==> src/logic/pcic_cfg.svh <==
// pcic_cfg.svh: offsets, field positions, reset values and timing counts
// assumes a 32-bit axi4-lite word map and a 20 MHz core clock
`ifndef PCIC_CFG_SVH
`define PCIC_CFG_SVH

`define PCIC_OFF_UNLOCK 8'h00
`define PCIC_OFF_PASSWORD 8'h04
`define PCIC_OFF_CONFIG 8'h08
`define PCIC_OFF_FACTOR 8'h0c
`define PCIC_OFF_SETPOINT2 8'h10
`define PCIC_OFF_OFFSET 8'h14
`define PCIC_OFF_CONTROL 8'h18
`define PCIC_OFF_COUNT 8'h1c
`define PCIC_OFF_STATUS 8'h20

`define PCIC_CFG_R1POL 0
`define PCIC_CFG_R2POL 1
`define PCIC_CFG_INPOL 2
`define PCIC_CFG_SPEED 3
`define PCIC_CFG_MODE_LO 4
`define PCIC_CFG_MODE_HI 7

`define PCIC_CTL_LOAD 0
`define PCIC_CTL_TRIG1 1
`define PCIC_CTL_TRIG2 2

`define PCIC_PASSWORD_MAX 14'h270f
`define PCIC_PASSWORD_RST 14'h0000
`define PCIC_FACTOR_MIN 20'h00001
`define PCIC_FACTOR_MAX 20'hf423f
`define PCIC_FACTOR_RST 20'h186a0
`define PCIC_MODE_QUAD 4'hc

`define PCIC_CLK_MHZ 20
`define PCIC_LOCKOUT_US 9000
`define PCIC_LOCKOUT_CYC (`PCIC_LOCKOUT_US * `PCIC_CLK_MHZ)

`define PCIC_RESP_OKAY 2'h0
`define PCIC_RESP_SLVERR 2'h2

`endif

==> src/logic/pcic_pkg.sv <==
// pcic_pkg.sv: types shared by the pulse counter configuration block
// assumes the constants of pcic_cfg.svh
`default_nettype none
package pcic_pkg;

  typedef enum logic [2:0] {
    WR_IDLE = 3'h1,
    WR_DO = 3'h2,
    WR_RESP = 3'h4
  } pcic_wr_state_type;

  typedef struct packed {
    logic [1:0] sync_shift;
    logic sync_last;
    logic stable;
    logic active;
    logic [17:0] lock_cnt;
    logic pulse;
  } pcic_qual_type;

  typedef struct packed {
    pcic_wr_state_type wr_state;
    logic awready;
    logic wready;
    logic [7:0] waddr;
    logic [31:0] wdata;
    logic [3:0] wstrb;
    logic bvalid;
    logic [1:0] bresp;
    logic arready;
    logic rvalid;
    logic [31:0] rdata;
    logic [1:0] rresp;
    logic unlocked;
    logic [13:0] password;
    logic [7:0] config_bits;
    logic [19:0] factor;
    logic [31:0] setpoint2;
    logic [31:0] offset;
    logic trig1;
    logic trig2;
    logic signed [31:0] count;
    logic relay1;
    logic relay2;
  } pcic_state_type;

endpackage
`default_nettype wire

==> src/logic/pcic_input_qual.sv <==
// pcic_input_qual.sv: one counting input, synchronised, polarity
// corrected and qualified into single-cycle pulses
// assumes an asynchronous pin and a lockout count fitting 18 bits
`timescale 1ns/100ps
`default_nettype none
module pcic_input_qual #(
  parameter logic [17:0] LOCKOUT_CYC = 18'h2bf20
) (
  input wire logic clk_in,
  input wire logic rst_n_in,
  input wire logic pin_in,
  input wire logic invert_in,
  input wire logic filter_en_in,
  output logic level_out,
  output logic pulse_out
);
  pcic_pkg::pcic_qual_type st, next_st;
  logic next_active;

  always_comb begin
    next_st = st;
    next_st.sync_shift = {st.sync_shift[0], pin_in};
    next_st.sync_last = st.sync_shift[1];
    // a change counts only once second and third stage agree
    if (st.sync_shift[1] == st.sync_last) begin
      next_st.stable = st.sync_last;
    end
    next_active = st.stable ^ invert_in;
    next_st.active = next_active;
    next_st.pulse = 1'b0;
    if (st.lock_cnt != 18'h00000) begin
      next_st.lock_cnt = st.lock_cnt - 18'h00001;
    end
    if (next_active && !st.active) begin
      if (!filter_en_in) begin
        next_st.pulse = 1'b1;
        next_st.lock_cnt = 18'h00000;
      end else if (st.lock_cnt == 18'h00000) begin
        next_st.pulse = 1'b1;
        next_st.lock_cnt = LOCKOUT_CYC;
      end
    end
  end

  always_ff @(posedge clk_in) begin
    if (!rst_n_in) begin
      // pins idle high at the default active-low polarity: start there
      // so that no false edge follows reset
      st <= '0;
      st.sync_shift <= 2'h3;
      st.sync_last <= 1'h1;
      st.stable <= 1'h1;
    end else begin
      st <= next_st;
    end
  end

  assign level_out = st.active;
  assign pulse_out = st.pulse;
endmodule
`default_nettype wire

==> src/logic/pcic_top.sv <==
// pcic_top.sv: pulse counter input and relay configuration with an
// axi4-lite register slave, password gate, mode decode and main count
// assumes counting inputs from sensors or dry contacts on pins
//
// Contract
// config changes are refused until the 0000..9999 access code matches
// first relay closes on trigger at polarity 0, opens at 1
// second relay closes on trigger at polarity 0, opens at 1
// one polarity select sets active level of all inputs
// slow mode filters and locks out an input for 9 ms per pulse
// mode codes 12 and up bypass the slow filter
// fast mode accepts pulses with no filter or lockout
// down modes start the count from set point 2
// up modes start the count from the offset
// two-input modes use the second input as a counting input
// mode 0 holds and subtracts; mode 1 holds and adds
// mode 4 sub/sub, 5 sub2/add1, 6 add2/sub1
// each accepted pulse moves the count by the conversion factor
// in hold modes an asserted hold input freezes the count
// polarity is corrected before pulse qualification
`include "pcic_cfg.svh"
`timescale 1ns/100ps
`default_nettype none
module pcic_top #(
  parameter logic [17:0] LOCKOUT_CYC = 18'(`PCIC_LOCKOUT_CYC)
) (
  input wire logic clk_in,
  input wire logic rst_n_in,
  input wire logic [7:0] s_axi_awaddr_in,
  input wire logic s_axi_awvalid_in,
  output logic s_axi_awready_out,
  input wire logic [31:0] s_axi_wdata_in,
  input wire logic [3:0] s_axi_wstrb_in,
  input wire logic s_axi_wvalid_in,
  output logic s_axi_wready_out,
  output logic [1:0] s_axi_bresp_out,
  output logic s_axi_bvalid_out,
  input wire logic s_axi_bready_in,
  input wire logic [7:0] s_axi_araddr_in,
  input wire logic s_axi_arvalid_in,
  output logic s_axi_arready_out,
  output logic [31:0] s_axi_rdata_out,
  output logic [1:0] s_axi_rresp_out,
  output logic s_axi_rvalid_out,
  input wire logic s_axi_rready_in,
  input wire logic primary_count_input_in,
  input wire logic secondary_count_input_in,
  output logic first_relay_output_out,
  output logic second_relay_output_out
);
  pcic_pkg::pcic_state_type st, next_st;
  logic [3:0] mode;
  logic quad_mode;
  logic filter_en;
  logic invert;
  logic prim_level, prim_pulse, sec_level, sec_pulse;
  logic hold_mode, dir_up;
  logic signed [31:0] fac;
  logic signed [31:0] delta;
  logic [31:0] merged;
  logic [31:0] cur;
  logic [31:0] rd;
  logic rd_ok;
  logic wr_ok;

  assign mode = st.config_bits[`PCIC_CFG_MODE_HI:`PCIC_CFG_MODE_LO];
  assign quad_mode = mode >= `PCIC_MODE_QUAD;
  // slow filter only in slow speed and outside quadrature modes
  assign filter_en = !st.config_bits[`PCIC_CFG_SPEED] && !quad_mode;
  // polarity 0 means sinking sources, so the pin is active low
  assign invert = !st.config_bits[`PCIC_CFG_INPOL];

  pcic_input_qual #(
    .LOCKOUT_CYC(LOCKOUT_CYC)
  ) u_prim (
    .clk_in(clk_in),
    .rst_n_in(rst_n_in),
    .pin_in(primary_count_input_in),
    .invert_in(invert),
    .filter_en_in(filter_en),
    .level_out(prim_level),
    .pulse_out(prim_pulse)
  );

  pcic_input_qual #(
    .LOCKOUT_CYC(LOCKOUT_CYC)
  ) u_sec (
    .clk_in(clk_in),
    .rst_n_in(rst_n_in),
    .pin_in(secondary_count_input_in),
    .invert_in(invert),
    .filter_en_in(filter_en),
    .level_out(sec_level),
    .pulse_out(sec_pulse)
  );

  // mode decode and per-pulse delta; both inputs may fire together
  always_comb begin
    fac = signed'({12'h000, st.factor});
    delta = 32'sh0;
    hold_mode = 1'b0;
    dir_up = 1'b0;
    unique case (mode)
      4'h0: begin
        hold_mode = 1'b1;
        if (prim_pulse && !sec_level) begin
          delta = -fac;
        end
      end
      4'h1: begin
        hold_mode = 1'b1;
        dir_up = 1'b1;
        if (prim_pulse && !sec_level) begin
          delta = fac;
        end
      end
      4'h4: begin
        delta = (prim_pulse ? -fac : 32'sh0)
          + (sec_pulse ? -fac : 32'sh0);
      end
      4'h5: begin
        dir_up = 1'b1;
        delta = (prim_pulse ? fac : 32'sh0)
          + (sec_pulse ? -fac : 32'sh0);
      end
      4'h6: begin
        delta = (prim_pulse ? -fac : 32'sh0)
          + (sec_pulse ? fac : 32'sh0);
      end
      4'h7: begin
        dir_up = 1'b1;
        delta = (prim_pulse ? fac : 32'sh0)
          + (sec_pulse ? fac : 32'sh0);
      end
      // other codes belong to modes not built here: no counting
      default: begin
        delta = 32'sh0;
      end
    endcase
  end

  // current value of the addressed word, for byte-lane merging
  always_comb begin
    cur = 32'h00000000;
    unique case (st.waddr)
      `PCIC_OFF_PASSWORD: cur = {18'h00000, st.password};
      `PCIC_OFF_CONFIG: cur = {24'h000000, st.config_bits};
      `PCIC_OFF_FACTOR: cur = {12'h000, st.factor};
      `PCIC_OFF_SETPOINT2: cur = st.setpoint2;
      `PCIC_OFF_OFFSET: cur = st.offset;
      `PCIC_OFF_CONTROL: cur = {29'h00000000, st.trig2, st.trig1, 1'b0};
      default: cur = 32'h00000000;
    endcase
    for (int i = 0; i < 4; i++) begin
      merged[i*8 +: 8] = st.wstrb[i] ? st.wdata[i*8 +: 8] : cur[i*8 +: 8];
    end
  end

  // read mux
  always_comb begin
    rd = 32'h00000000;
    rd_ok = 1'b1;
    unique case (s_axi_araddr_in)
      `PCIC_OFF_UNLOCK: rd = {31'h00000000, st.unlocked};
      `PCIC_OFF_PASSWORD: rd = 32'h00000000; // code is never readable
      `PCIC_OFF_CONFIG: rd = {24'h000000, st.config_bits};
      `PCIC_OFF_FACTOR: rd = {12'h000, st.factor};
      `PCIC_OFF_SETPOINT2: rd = st.setpoint2;
      `PCIC_OFF_OFFSET: rd = st.offset;
      `PCIC_OFF_CONTROL: rd = {29'h00000000, st.trig2, st.trig1, 1'b0};
      `PCIC_OFF_COUNT: rd = st.count;
      `PCIC_OFF_STATUS:
        rd = {27'h0000000, hold_mode && sec_level, sec_level, prim_level,
          filter_en, st.unlocked};
      default: rd_ok = 1'b0;
    endcase
  end

  always_comb begin
    next_st = st;
    wr_ok = 1'b1;
    // write address and data are taken independently, in either order
    if (s_axi_awvalid_in && st.awready) begin
      next_st.awready = 1'b0;
      next_st.waddr = s_axi_awaddr_in;
    end
    if (s_axi_wvalid_in && st.wready) begin
      next_st.wready = 1'b0;
      next_st.wdata = s_axi_wdata_in;
      next_st.wstrb = s_axi_wstrb_in;
    end
    // count update, overridden below by a start-value load
    next_st.count = st.count + delta;
    unique case (st.wr_state)
      pcic_pkg::WR_IDLE: begin
        if (!next_st.awready && !next_st.wready) begin
          next_st.wr_state = pcic_pkg::WR_DO;
        end
      end
      pcic_pkg::WR_DO: begin
        next_st.wr_state = pcic_pkg::WR_RESP;
        next_st.bvalid = 1'b1;
        unique case (st.waddr)
          `PCIC_OFF_UNLOCK: begin
            // any mismatch relocks the configuration
            next_st.unlocked = (st.wdata[13:0] == st.password)
              && (st.wdata[31:14] == 18'h00000);
          end
          `PCIC_OFF_PASSWORD: begin
            if (st.unlocked && merged[31:14] == 18'h00000
                && merged[13:0] <= `PCIC_PASSWORD_MAX) begin
              next_st.password = merged[13:0];
            end
          end
          `PCIC_OFF_CONFIG: begin
            if (st.unlocked) begin
              next_st.config_bits = merged[7:0];
            end
          end
          `PCIC_OFF_FACTOR: begin
            // out-of-range factors are dropped rather than clipped
            if (st.unlocked && merged[31:20] == 12'h000
                && merged[19:0] >= `PCIC_FACTOR_MIN
                && merged[19:0] <= `PCIC_FACTOR_MAX) begin
              next_st.factor = merged[19:0];
            end
          end
          `PCIC_OFF_SETPOINT2: begin
            if (st.unlocked) begin
              next_st.setpoint2 = merged;
            end
          end
          `PCIC_OFF_OFFSET: begin
            if (st.unlocked) begin
              next_st.offset = merged;
            end
          end
          `PCIC_OFF_CONTROL: begin
            next_st.trig1 = merged[`PCIC_CTL_TRIG1];
            next_st.trig2 = merged[`PCIC_CTL_TRIG2];
            if (merged[`PCIC_CTL_LOAD]) begin
              // load wins over a pulse counted in the same cycle
              next_st.count = dir_up ? st.offset : st.setpoint2;
            end
          end
          default: wr_ok = 1'b0;
        endcase
        next_st.bresp = wr_ok ? `PCIC_RESP_OKAY : `PCIC_RESP_SLVERR;
      end
      pcic_pkg::WR_RESP: begin
        if (s_axi_bready_in) begin
          next_st.bvalid = 1'b0;
          next_st.awready = 1'b1;
          next_st.wready = 1'b1;
          next_st.wr_state = pcic_pkg::WR_IDLE;
        end
      end
      default: begin
        next_st.wr_state = pcic_pkg::WR_IDLE;
      end
    endcase
    // read: one at a time, arready drops while the answer stands
    if (s_axi_arvalid_in && st.arready) begin
      next_st.arready = 1'b0;
      next_st.rvalid = 1'b1;
      next_st.rdata = rd;
      next_st.rresp = rd_ok ? `PCIC_RESP_OKAY : `PCIC_RESP_SLVERR;
    end
    if (st.rvalid && s_axi_rready_in) begin
      next_st.rvalid = 1'b0;
      next_st.arready = 1'b1;
    end
    // relay drive: 1 means contact closed
    next_st.relay1 = st.trig1 ^ st.config_bits[`PCIC_CFG_R1POL];
    next_st.relay2 = st.trig2 ^ st.config_bits[`PCIC_CFG_R2POL];
  end

  always_ff @(posedge clk_in) begin
    if (!rst_n_in) begin
      st <= '0;
      st.wr_state <= pcic_pkg::WR_IDLE;
      st.awready <= 1'b1;
      st.wready <= 1'b1;
      st.arready <= 1'b1;
      st.password <= `PCIC_PASSWORD_RST;
      st.factor <= `PCIC_FACTOR_RST;
    end else begin
      st <= next_st;
    end
  end

  assign s_axi_awready_out = st.awready;
  assign s_axi_wready_out = st.wready;
  assign s_axi_bvalid_out = st.bvalid;
  assign s_axi_bresp_out = st.bresp;
  assign s_axi_arready_out = st.arready;
  assign s_axi_rvalid_out = st.rvalid;
  assign s_axi_rdata_out = st.rdata;
  assign s_axi_rresp_out = st.rresp;
  assign first_relay_output_out = st.relay1;
  assign second_relay_output_out = st.relay2;
endmodule
`default_nettype wire

==> config.mk <==
export PLATFORM = sky130hd
export DESIGN_NAME = pcic_top
export DESIGN_NICKNAME = d
export VERILOG_FILES = /design/src/logic/pcic_pkg.sv /design/src/logic/pcic_input_qual.sv /design/src/logic/pcic_top.sv
export VERILOG_INCLUDE_DIRS = /design/src /design/src/logic
export SDC_FILE = /design/constraint.sdc
export NUM_CORES = 1
export LEC_CHECK = 0
export BUFFER_PORTS_ARGS = -buffer_cell sky130_fd_sc_hd__buf_2
export CORE_ASPECT_RATIO = 0.9
export CORE_MARGIN = 10
export CORE_UTILIZATION = 40
export CTS_BUF_LIST = sky130_fd_sc_hd__clkbuf_2
export CTS_CLUSTER_SIZE = 40
export DETAILED_ROUTE_END_ITERATION = 8
export SETUP_SLACK_MARGIN = 0.1
export SLEW_MARGIN = 40
export SYNTH_ARGS = -nofsm -noshare
export SYNTH_HDL_FRONTEND = slang
export SYNTH_HIERARCHICAL = 1
export SYNTH_SLANG_ARGS = --single-unit
==> constraint.sdc <==
create_clock -name clk_in -period 5.55 [get_ports clk_in]
set_input_delay 1.665 -clock clk_in [delete_from_list [all_inputs] [get_ports clk_in]]
set_output_delay 1.665 -clock clk_in [all_outputs]
set_load 0.02 [all_outputs]
Word level (Yosys, flattened, before mapping) --
Index checks and enable logic that the tools add are counted.
Word-level totals: register bits 279, input bits 61, output and inout port bits 43, logic and storage cells 169
Cells by class: mux-type cells 40, $add $sub $neg 8, magnitude comparators 4, bitwise operators 5, reductions and logical operators 50, equality and inequality tests 27
Operators by type and width (number):
- one-hot mux 32 bit (6 select lines) | 2
- one-hot mux 32 bit (8 select lines) | 1
- two-way mux 32 bit | 7
- adder 32 bit | 4
- two-way mux 19 bit | 6
- zero test 18 bit | 4
- two-way mux 20 bit | 3
- equality test 8 x 5 -> 1 bit (second input constant) | 7
- two-way mux 18 bit | 2
- nonzero test 18 bit | 2
- subtractor 18 x 1 -> 18 bit (second input constant) | 2
- equality test 8 x 4 -> 1 bit (second input constant) | 4
- two-way mux 8 bit | 4
- negation 20 -> 32 bit | 1
- adder 20 x 20 -> 21 bit | 1
- >= comparator 20 x 1 -> 1 bit (second input constant) | 1
- less-or-equal comparator 20 bit (second input constant) | 1
- equality test 4 x 3 -> 1 bit (second input constant) | 4
- equality test 8 x 3 -> 1 bit (second input constant) | 2
- logical AND 1 bit | 16
- zero test 8 bit | 2
- AND reduction 3 bit | 5
- equality test 14 bit | 1
- less-or-equal comparator 14 bit (second input constant) | 1
- 25 further kinds | 51

Logic depth before layout (Yosys ltp) --
Gate-level depths: netlist (run 1).
depth in word-level cells 8, mapped depth 34, depth with buffers taken out 32

Hierarchy --
The synthesis (run 1) kept the hierarchy.
Modules (own cells, without submodules):
- pcic_top | area an instance 18403.9 µm², cells an instance 2295, times used 1, seq. area each 4584.4 µm²
- pcic_input_qual | area an instance 1198.6 µm², cells an instance 137, times used 2, seq. area each 480.5 µm²

Worst setup path before layout (run 1) --
No wires, ideal clock.
kind flip-flop to flip-flop, start point register st, in the netlist fac[1], end point register st[33] in the netlist's numbering, required time 5418 ps, cell stages (with the launch flop) 30, library setup time 132 ps, buffers on the path 2, period minus slack after synthesis 6170 ps, slack -620 ps, data arrival time 6038 ps, path through dfxtp_1 clkbuf_1 inv_1 ha_1 nand2_1 or3_1 clkbuf_1 nor4_1 and2_0 xnor2_1 and2_1 mux2_2 ha_1 and3_1 and3_1 a31oi_1 o21ai_0 a31o_2 a31oi_1 o21ai_0 o221a_2 xor2_1 a21o_1 ha_1 a2111oi_0 nor3b_1 o21ai_0 xor2_1 xnor2_1 a21oi_1
Between the ends: word-level cells in the longest chain between the ends 8, elaborated cells on any way between the ends 16, those cells by class 6 x add/sub; 10 x mux
RTL lines:
- start: declaration | RTL line pcic_top.sv:51 | pcic_pkg::pcic_state_type st, next_st;
- start signal: assignment | RTL line pcic_top.sv:288 | st <= next_st;
- negation 20 -> 32 bit
- two-way mux 32 bit (on tied branches)
- adder 32 bit (on tied branches) | RTL line pcic_top.sv:128, pcic_top.sv:119, pcic_top.sv:124
- one-hot mux 32 bit (6 select lines) * | RTL line pcic_top.sv:103 | unique case (mode)
- adder 32 bit * | RTL line pcic_top.sv:193 | next_st.count = st.count + delta;
- two-way mux 32 bit | RTL line pcic_top.sv:241 | if (merged[`PCIC_CTL_LOAD]) begin
- two-way mux 32 bit | RTL line pcic_top.sv:203 | unique case (st.waddr)
- two-way mux 32 bit * | RTL line pcic_top.sv:194 | unique case (st.wr_state)
Every way passes the cells marked *; elsewhere a longest branch is shown, timed or not. A chain may end at the register's enable or synchronous reset.

Worst setup path after layout (run 1) --
start point register st, in the netlist fac[2], end point register st[26] in the netlist's numbering
The elaborated chain is that of the path after synthesis.

==> results of run 1 <==
## final cells by class
cell class	count	share of cell area (%)
antenna	2	0.0195
multi-input combinational	2048	58.8
timing repair buffer	458	12.8
clock buffer	96	1.88
sequential	277	21.7
inverter	53	0.787
tap	688	3.36
clock inverter	15	0.650
## flip-flops by register name, summed over array words and instances (netlist names)
signal and cells:
u_sec/level_out 1, u_sec/next_st 2, s_axi_rvalid_out 1, first_relay_output_out 1, s_axi_bresp_out 1, mode 4, u_prim/next_st 2, fac 20
u_prim/level_out 1, u_prim/pulse_out 1, u_prim/st 20, s_axi_bvalid_out 1, s_axi_rdata_out 32, s_axi_arready_out 1, s_axi_rresp_out 1, s_axi_wready_out 1
second_relay_output_out 1, st 164, s_axi_awready_out 1, u_sec/st 20, u_sec/pulse_out 1
## critical path, delay by kind of cell (launching register included)
kind            cells  cell delay, ns
simple gates        9            1.83
compound gates     12            1.77
buf+inv             6            0.78
fa+ha+maj           2            0.53
xor+xnor            3            0.41
flops               1            0.38
mux                 1            0.27
## timing repair
action | in CTS | in global routing
pin swaps | 67 | 62
buffers inserted | 61 | 15
gates resized for setup | 84 | 65
setup endpoints to repair | 19 | 24
## report_power, final
part	internal, W	switching, W	leakage [nW]
combinational	0.000453	0.000729	9.31
clock	0.000644	0.000863	0.482
sequential	0.00212	0.000177	2.25
total	0.00322	0.00177	12.0
## Yosys cell counts, types with 8 or more instances
cell      count
o21a_1       19
ha_1        106
nand2_1     317
o211ai_1     16
xor2_1       43
nand2b_1     32
a21boi_0     69
clkbuf_1    136
a31oi_1      21
a31o_2        8
mux2_2       67
buf_4        42
o22ai_1      16
o21ai_0     124
a21oi_1     142
nor4_1       17
a22o_1       11
xnor2_1      82
nor2_1      126
a211oi_1     24
inv_1        53
nand3_1      45
nor2b_1      64
mux2i_1      99
o31a_1       12
and3_1       32
nand4_1      21
o31ai_1      12
a211o_1       8
dfxtp_1     277
o211a_1      74
a22oi_1      42
a221o_1      13
nand3b_1     10
a221oi_1      8
and2_1      111
or3_1        19
nor3_1       60
a21o_1       44
## worst max path at each step
| stage | to | slack (ns) | depth (start not counted) |
|---|---|---|---|
| after floorplan | st[32]$_SDFF_PN0_ | 0.07 | 30 |
| after global placement | st[32]$_SDFF_PN0_ | -0.43 | 34 |
| after detailed placement | st[32]$_SDFF_PN0_ | -0.54 | 34 |
| after CTS | st[33]$_SDFF_PN0_ | -0.35 | 32 |
| after global routing | st[32]$_SDFF_PN0_ | -0.77 | 35 |
| final | st[26]$_SDFF_PN0_ | -0.49 | 33 |
## kinds of logic (layout without fill, tap and decap cells)
kind of cell / Yosys count / after routing / synth area share [%]
AO/OA/AOI/OAI: 729 / 729 / 24.7
XOR/XNOR: 125 / 125 / 5.26
adder cells (fa/ha/maj): 110 / 110 / 6.76
buffers and inverters: 245 / 622 / 5.58
flip-flops: 277 / 277 / 26.7
multiplexers: 170 / 170 / 8.69
other: 1 / 4 / 0.0180
AND/OR/NAND/NOR: 912 / 912 / 22.3
## stage by stage
stage                     total power, W  hold slack, ns  area [um^2]  worst slack, ns
final                            0.00498           0.421        25600           -0.490
after detailed placement         0.00348           0.397        23700           -0.544
after global routing             0.00527           0.450        25600           -0.773
after CTS                        0.00498           0.419        25200           -0.347
after global placement           0.00344           0.393        23700           -0.430
after floorplan                  0.00319           0.386        21100           0.0725
## layer usage
layer  track usage (%)  up-vias
met2              32.5      832
met3              4.06      110
li1                  -    10000
met4              6.62        2
met1              31.6     9926
met5                 0        -
==> metrics.cfg, run 1 <==
[outcome]
outcome=finished with violations
violations=setup timing

[synthesis]
syn_inst=2569
ys_seq_area_share_pct=26.7
ys_top_cells_by_area=dfxtp_1 (27%), ha_1 (6.4%), nand2_1 (5.7%)
syn_area_per_cell_um2=8.10
yosys_register_bits=277
yosys_warnings=6
synth_flop_cell=dfxtp_1
async_flop_share_pct=0
syn_area_um2=20800
synth_top_area_share_pct=26.7
ys_types=94
synth_edf_count=0
synth_area_leader_cell=dfxtp_1

[cells_and_area]
register_area_um2=5550
finalNonFillerCells=3637
final_common_cell=buf_4
utilization_pct=49.6
fillers=4932
multi_input_area_um2=15100
nNetsFinal=3079
area_growth_pct=23.1
drive_gt1_share_pct=27.9
final_cell_mix=buf_4 (342), nand2_1 (309), dfxtp_1 (274)

[critical_path]
critPathMostFrequentCell=a21oi_1
critical_path_required_ns=6.43
critical_path.endpoint_type=register
crit_start=fac[2]$_SDFFE_PN0P_
crit_type=register to register
critPathSlowestCell=dfxtp_1
rr_endpoint=st[26]$_SDFF_PN0_
max_stage_delay_ns=0.38
regToRegStartpoint=fac[2]$_SDFFE_PN0P_
r2r_setup_slack_ns=-0.49
reg2reg_depth=33
startpoint_type=register
cp_max_fo=5
worstPathArrival_ns=6.92

[routing]
dr_wl_met3_um=5860
drtIter0Drc=2154
ant_nets=0
wl_um=70900
routedWlPerCell_um=19.5
viasPerCell=5.75
top_layer=met5
route.layer.met1.wl_um=33200
dr.pass1.iters=6
num_vias=20900
drc=0
wl_met2_um=30200

[clock_network]
cts_buffers=70
cts.clk_slew.worst_paths_ns=0.12
cts_tree=yes
hold_buffers=0
clk_latency_ns=1.00
clockBufferDepth=3
clock-root-buffer=clkbuf_2
cts_sinks=277
htree_num_levels=3

[global_routing]
grt_pass1_wl_um=110000
track_usage_pct=22.0
overflow=0
grt_pass1_vias=20200
grt_max_degree=140
antenna_found_initial=3

[hold_path]
hold_class=register to register
hold_path_startpoint=u_prim/next_st[23]$_SDFF_PN1_
holdPathStages=1
hold-path-endpoint=u_prim/next_st[21]$_SDFF_PN1_

[timing]
setup_slack_ns=-0.490
finalSetupViolCount=17
relSlewSlack_pct=40.3
timing.final.max_slew_violations=0
max_freq_ghz=0.166
period_minus_slack_ns=6.04
rsz0062_at_grt=yes
fin_tns_setup_ns=-5.33
tightest_slew_ns=0.896
hold_viol_final=0
fin_crit_sh_pct=109
finalClockSkew_ns=0.0858

[floorplanning]
start_util_pct=40.3
ios=104
dieWidth_um=260
std_cell_rows=79
core_area_um2=51600
dieArea_um2=61500
dieHeight_um=236

[placement]
placedCellCount=3455
dp.final_hpwl_um=52800
gp_congestion=0.926
io_buffers=101

[pwr]
p_leak_nw=12.0
peakVddDrop_mv=0.198
power.density_nw_per_um2=195

[flow_run]
maxCapViolations=0

No activity file was read; power rests on OpenSTA's default activity.
==> run 2: changes to the inputs <==
Settings changed: TNS_END_PERCENT set to 10.
==> run 2 against run 1 <==
  * The flow still finishes with violations (setup timing)
  * Clock skew shrank 0.011 ns
  * Register-to-register slack improved by 0.03 ns
  * Cell area shrank 2.4%
  * Critical path type unchanged
  * Critical endpoint is now st[32]$_SDFF_PN0_
  * Largest power group unchanged
==> metrics.cfg, run 2 (synthesized netlist as in run 1, its figures left out) <==
[outcome]
outcome=finished with violations  ; unchanged
violations=setup timing  ; unchanged

[cells_and_area]
fillers=5008  ; was 4932
utilization_pct=48.5  ; was 49.6%
largest_register=st  ; unchanged
final_common_cell=nand2_1  ; was buf_4
largest_reg_flops=164  ; unchanged
finalNonFillerCells=3587  ; was 3637
area_growth_pct=20.2  ; was 23.1%
final_cell_mix=nand2_1 (310), buf_4 (302), dfxtp_1 (274)  ; was buf_4 (342), nand2_1 (309), dfxtp_1 (274)
drive_gt1_share_pct=25.6  ; was 27.9%
nNetsFinal=3030  ; was 3079

[global_routing]
grt_pass1_vias=19800  ; was 20.2k
track_usage_pct=21.6  ; was 22.0%
grt_max_degree=140  ; unchanged
antenna_found_initial=2  ; was 3
overflow=0  ; unchanged
grt_pass1_wl_um=109000  ; was 110000 um

[floorplanning]
dieArea_um2=61500  ; unchanged
dieHeight_um=236  ; unchanged
ios=104  ; unchanged
core_area_um2=51600  ; unchanged
std_cell_rows=79  ; unchanged
start_util_pct=40.3  ; unchanged
dieWidth_um=260  ; unchanged

[timing]
relSlewSlack_pct=40.6  ; was 40.3%
tightest_slew_ns=0.891  ; was 0.896 ns
fin_tns_setup_ns=-5.05  ; was -5.33 ns
setup_slack_ns=-0.462  ; was -0.490 ns
rsz0062_at_grt=yes  ; unchanged
holdWs_ns=0.421  ; about the same
finalClockSkew_ns=0.0744  ; was 0.0858 ns
max_freq_ghz=0.166  ; about the same
finalSetupViolCount=17  ; unchanged
fin_crit_sh_pct=108  ; was 109%
timing.final.max_slew_violations=0  ; unchanged
hold_viol_final=0  ; unchanged
period_minus_slack_ns=6.01  ; was 6.04 ns

[placement]
placedCellCount=3455  ; unchanged
io_buffers=101  ; unchanged
dp.final_hpwl_um=52800  ; unchanged
gp_congestion=0.926  ; unchanged

[routing]
routedWlPerCell_um=19.4  ; was 19.5 um
ant_nets=0  ; unchanged
drtIter0Drc=2088  ; was 2154
num_vias=20600  ; was 20.9k
drc=0  ; unchanged
dr.pass1.iters=6  ; unchanged
wl_um=69500  ; was 70900 um
viasPerCell=5.74  ; was 5.75

[clock_network]
clock-root-buffer=clkbuf_2  ; unchanged
hold_buffers=0  ; unchanged
cts_sinks=277  ; unchanged
cts_tree=yes  ; unchanged
cts_buffers=70  ; unchanged
cts.clk_slew.worst_paths_ns=0.11  ; was 0.12 ns
htree_num_levels=3  ; unchanged
clockBufferDepth=3  ; unchanged
clk_latency_ns=0.98  ; was 1.00 ns

[critical_path]
critical_path_required_ns=6.43  ; about the same
critical_path.endpoint_type=register  ; unchanged
startpoint_type=register  ; unchanged
crit_type=register to register  ; unchanged
critPathSlowestCell=dfxtp_4  ; was dfxtp_1
cp_max_fo=4  ; was 5
r2r_setup_slack_ns=-0.46  ; was -0.49 ns
max_stage_delay_ns=0.39  ; was 0.38 ns
worstPathArrival_ns=6.89  ; was 6.92 ns

[pwr]
internal_power_w=0.00322  ; about the same
pwr-share-seq_pct=46.1  ; about the same
combPwrFrac_pct=23.7  ; about the same
power.density_nw_per_um2=199  ; was 195 nW/um^2
switching_power_w=0.00177  ; about the same
swShare_pct=35.5  ; about the same
peakVddDrop_mv=0.199  ; was 0.198 mV
power_w=0.00498  ; about the same
clkPwrFrac_pct=30.2  ; about the same
p_leak_nw=11.7  ; was 12.0 nW

[flow_run]
maxCapViolations=0  ; unchanged

[hold_path]
hold_class=register to register  ; unchanged

==> run 2: changes by cell type in the layout (fill, tap and decap cells not counted), moves of 3 or more <==
cell and delta:
ha_1 +3, xnor2_2 -5, nor2_4 -3, nor2_1 +4
xnor2_1 +7, buf_4 -40, o21ai_0 +5, o21ai_1 -3
buf_6 -10
==> run 2: power by group through the flow <==
| stage | clock network (W) | logic (W) | registers [W] |
|---|---|---|---|
| after floorplan | 0 | 0.000912 | 0.00228 |
| after global routing | 0.00164 | 0.00131 | 0.00232 |
| after detailed placement | 0 | 0.00115 | 0.00233 |
| after global placement | 0 | 0.00112 | 0.00232 |
| after CTS | 0.00154 | 0.00116 | 0.00229 |
| final | 0.00151 | 0.00118 | 0.00230 |
==> run 2: path summary, 6_finish.rpt <==
check / start / endpoint / cells past startpoint
max reg2reg: fac[1]$_SDFFE_PN0P_ / st[32]$_SDFF_PN0_ / 34
min: u_prim/next_st[23]$_SDFF_PN1_ / u_prim/next_st[21]$_SDFF_PN1_ / 1
min reg2reg: u_prim/next_st[23]$_SDFF_PN1_ / u_prim/next_st[21]$_SDFF_PN1_ / 1
max: fac[1]$_SDFFE_PN0P_ / st[32]$_SDFF_PN0_ / 34
==> run 2: area by class of cell <==
cell class	instances	area [um^2]	area share [%]
sequential	277	5550	22.2
antenna	1	2.50	0.0100
multi-input combinational	2048	14900	59.4
tap	688	861	3.44
clock buffer	96	480	1.92
inverter	53	201	0.806
timing repair buffer	409	2880	11.5
clock inverter	15	166	0.666
==> run 2: worst max-delay path: cells and delay by family, from the launching register on <==
| family | cells | cell delay (ns) |
|---|---|---|
| xor+xnor | 2 | 0.18 |
| compound gates | 15 | 2.58 |
| buf+inv | 6 | 0.74 |
| fa+ha+maj | 3 | 0.48 |
| flops | 1 | 0.39 |
| mux | 2 | 0.47 |
| simple gates | 6 | 1.11 |
==> run 2: routing by layer <==
layer / wire [um] / up-vias / global-route usage (%) / share of wire (%)
li1: - / 9928 / - / -
met1: 32900 / 9772 / 30.9 / 47
met2: 29300 / 789 / 31.7 / 42
met3: 5720 / 108 / 4.54 / 8.2
met4: 1560 / 2 / 6.83 / 2.3
met5: 10 / - / 0 / 0.014
==> run 2: through the flow <==
stage,instance area (um^2),setup slack [ns]
floorplan,21100,0.0725
global placement,23700,-0.430
detailed placement,23700,-0.544
CTS,24700,-0.371
global route,25000,-0.816
finish,25000,-0.462
==> run 2: timing repair <==
item | CTS | global route
setup endpoints to repair | 19 | 22
pin swaps | 47 | 45
setup buffers | 11 | 9
gates resized for setup | 49 | 46
==> run 3: changes to the inputs <==
--- a/config.mk
+++ b/config.mk
@@ -18,5 +18,4 @@
 export SYNTH_ARGS = -nofsm -noshare
 export SYNTH_HDL_FRONTEND = slang
-export SYNTH_HIERARCHICAL = 1
 export SYNTH_SLANG_ARGS = --single-unit
 export TNS_END_PERCENT = 10
==> constraint.sdc (replaced) <==
create_clock -name clk_in -period 5.55 [get_ports clk_in]
set_input_delay 1.11 -clock clk_in [delete_from_list [all_inputs] [get_ports clk_in]]
set_output_delay 1.11 -clock clk_in [all_outputs]
set_load 0.02 [all_outputs]
==> run 3 against run 2 <==
  * The run still ends with setup timing left
  * Sequential share of layout area increased by 1.1 points
  * Combinational power shrank 24%
  * Critical path depth decreased by 9
  * Total power is 7.0% lower
  * Highest routed layer is now met4
  * Sequential power decreased by 3%
  * Area after synthesis fell by 5.0%
==> metrics.cfg, run 3 <==
[cells_and_area]
finalNonFillerCells=3522  ; was 3587
area_growth_pct=20.5  ; was 20.2%
largest_reg_flops=164  ; unchanged
fillers=4840  ; was 5008
final_cell_mix=nor2_1 (279), dfxtp_1 (272), buf_4 (271)  ; was nand2_1 (310), buf_4 (302), dfxtp_1 (274)
utilization_pct=48.7  ; was 48.5%
largest_register=st  ; unchanged
drive_gt1_share_pct=23.1  ; was 25.6%
nNetsFinal=3005  ; was 3030
final_common_cell=nor2_1  ; was nand2_1

[floorplanning]
std_cell_rows=77  ; was 79
ios=104  ; unchanged
dieHeight_um=231  ; was 236 um
start_util_pct=40.4  ; was 40.3%
core_area_um2=48900  ; was 51600 um^2
dieArea_um2=58700  ; was 61500 um^2
dieWidth_um=254  ; was 260 um

[synthesis]
yosysMostFrequentCell=nor2_1  ; was nand2_1
synth_commonest_cells=nor2_1 (284), dfxtp_1 (277), nand2_1 (272)  ; was nand2_1 (317), dfxtp_1 (277), a21oi_1 (142)
syn_area_um2=19800  ; was 20800 um^2
syn_area_per_cell_um2=7.70  ; was 8.10 um^2
synth_edf_count=0  ; unchanged
synth_top_area_share_pct=28.1  ; was 26.7%
ys_top_cells_by_area=dfxtp_1 (28%), ha_1 (6.7%), a21oi_1 (6.3%)  ; was dfxtp_1 (27%), ha_1 (6.4%), nand2_1 (5.7%)
yosys_warnings=0  ; was 6
yosys_register_bits=277  ; unchanged
ys_types=82  ; was 94
synth_area_leader_cell=dfxtp_1  ; unchanged
synth_flop_cell=dfxtp_1  ; unchanged
syn_inst=2565  ; was 2569
async_flop_share_pct=0  ; unchanged
ys_seq_area_share_pct=28.1  ; was 26.7%

[critical_path]
cp_max_fo=4  ; unchanged
worstPathArrival_ns=6.56  ; was 6.89 ns
crit_type=register to register  ; unchanged
critical_path_required_ns=6.45  ; was 6.43 ns
worst-path-buf-inv=2  ; was 6
startpoint_type=register  ; unchanged
critical_path.endpoint_type=register  ; unchanged
max_stage_delay_ns=0.55  ; was 0.39 ns
critPathSlowestCell=or4_4  ; was dfxtp_4
cp_top_family=simple AND/OR/NAND/NOR gates  ; was compound AO/OA/AOI/OAI gates

[routing]
num_vias=19900  ; was 20.6k
route.layer.met1.wl_um=31500  ; was 32900 um
wl_um=67500  ; was 69500 um
drc=0  ; unchanged
viasPerCell=5.64  ; was 5.74
dr.pass1.iters=6  ; unchanged
drtIter0Drc=1757  ; was 2088
top_layer=met4  ; was met5
routedWlPerCell_um=19.2  ; was 19.4 um
ant_nets=0  ; unchanged
wl_met2_um=29600  ; was 29300 um
dr_wl_met3_um=4770  ; was 5720 um

[pwr]
power_w=0.00463  ; was 0.00498 W
power.density_nw_per_um2=195  ; was 199 nW/um^2
peakVddDrop_mv=0.188  ; was 0.199 mV
p_leak_nw=9.95  ; was 11.7 nW

[timing]
timing.final.max_slew_violations=0  ; unchanged
max_freq_ghz=0.177  ; was 0.166 GHz
fin_crit_sh_pct=102  ; was 108%
hold_viol_final=0  ; unchanged
period_minus_slack_ns=5.66  ; was 6.01 ns
tightest_slew_ns=0.866  ; was 0.891 ns
relSlewSlack_pct=42.2  ; was 40.6%
finalClockSkew_ns=0.0879  ; was 0.0744 ns
rsz0062_at_grt=yes  ; unchanged
fin_tns_setup_ns=-0.571  ; was -5.05 ns
finalSetupViolCount=9  ; was 17
setup_slack_ns=-0.106  ; was -0.462 ns

[clock_network]
cts_sinks=277  ; unchanged
cts.clk_slew.worst_paths_ns=0.09  ; was 0.11 ns
clockBufferDepth=3  ; unchanged
hold_buffers=0  ; unchanged
clock-root-buffer=clkbuf_2  ; unchanged
cts_buffers=76  ; was 70
htree_num_levels=3  ; unchanged
cts_tree=yes  ; unchanged
clk_latency_ns=1.06  ; was 0.98 ns

[placement]
placedCellCount=3368  ; was 3455
io_buffers=101  ; unchanged
gp_congestion=0.990  ; was 0.926
dp.final_hpwl_um=50300  ; was 52800 um

[global_routing]
grt_pass1_wl_um=105000  ; was 109000 um
antenna_found_initial=2  ; unchanged
overflow=0  ; unchanged
track_usage_pct=22.1  ; was 21.6%
grt_max_degree=136  ; was 140
grt_pass1_vias=19300  ; was 19.8k

[hold_path]
hold_class=input pin to register  ; was register to register

[outcome]
violations=setup timing  ; unchanged
outcome=finished with violations  ; unchanged

[flow_run]
maxCapViolations=0  ; unchanged

## run 3: cell families after synthesis
| group | Yosys count | share of synthesized area [%] |
|---|---|---|
| simple gates | 949 | 22.9 |
| compound gates | 705 | 22.8 |
| flops | 277 | 28.1 |
| buf+inv | 236 | 5.32 |
| xor+xnor | 149 | 6.61 |
| mux | 138 | 7.21 |
| fa+ha+maj | 110 | 7.12 |
| other cells | 1 | 0.0190 |
## run 3: area by class of cell
type	count	area, um^2	area share, %
inverters	48	190	0.799
flip-flops and latches	277	5560	23.3
clock buffers	103	515	2.17
multi-input cells	2053	14000	58.7
well taps	632	791	3.32
clock inverters	28	161	0.678
repair buffers	378	2620	11.0
diodes	3	7.51	0.0315
## run 3: metrics by stage
step	cell area (um^2)	hold WS, ns	worst slack, ns
after floorplan	19900	0.386	0.0527
after detailed placement	22300	0.398	-0.352
after global placement	22300	0.389	-0.238
final	23800	0.275	-0.106
after global routing	23800	0.202	-0.336
after CTS	23400	0.171	-0.0229
## run 3: report_power, final
group	internal (W)	switching, W	leakage (nW)
clock	0.000595	0.000901	0.509
sequential	0.00211	0.000127	2.25
combinational	0.000367	0.000530	7.19
total	0.00307	0.00156	9.95
## run 3: metal layers
layer / vias up / GRT usage [%]
met1: 9315 / 30.5
met3: 102 / 4.30
li1: 9764 / -
met4: 0 / 7.29
met5: - / 0
met2: 698 / 33.9
## run 3: repair_timing
item | 4_1_cts | 5_1_grt
endpoints found under the setup margin | 16 | 21
buffers inserted | 9 | 12
gates resized for setup | 60 | 90
pin swaps | 50 | 59
## run 3: path summary, 6_finish.rpt
check                                     start                            end  slack (ns)  cells after the start
setup reg to reg           fac[10]$_SDFFE_PN1P_              st[29]$_SDFF_PN0_       -0.11                     25
setup / recovery           fac[10]$_SDFFE_PN1P_              st[29]$_SDFF_PN0_       -0.11                     25
hold reg to reg   u_prim.next_st[23]$_SDFF_PN1_  u_prim.next_st[21]$_SDFF_PN1_        0.42                      1
hold / removal         secondary_count_input_in   u_sec.next_st[23]$_SDFF_PN1_        0.27                      2
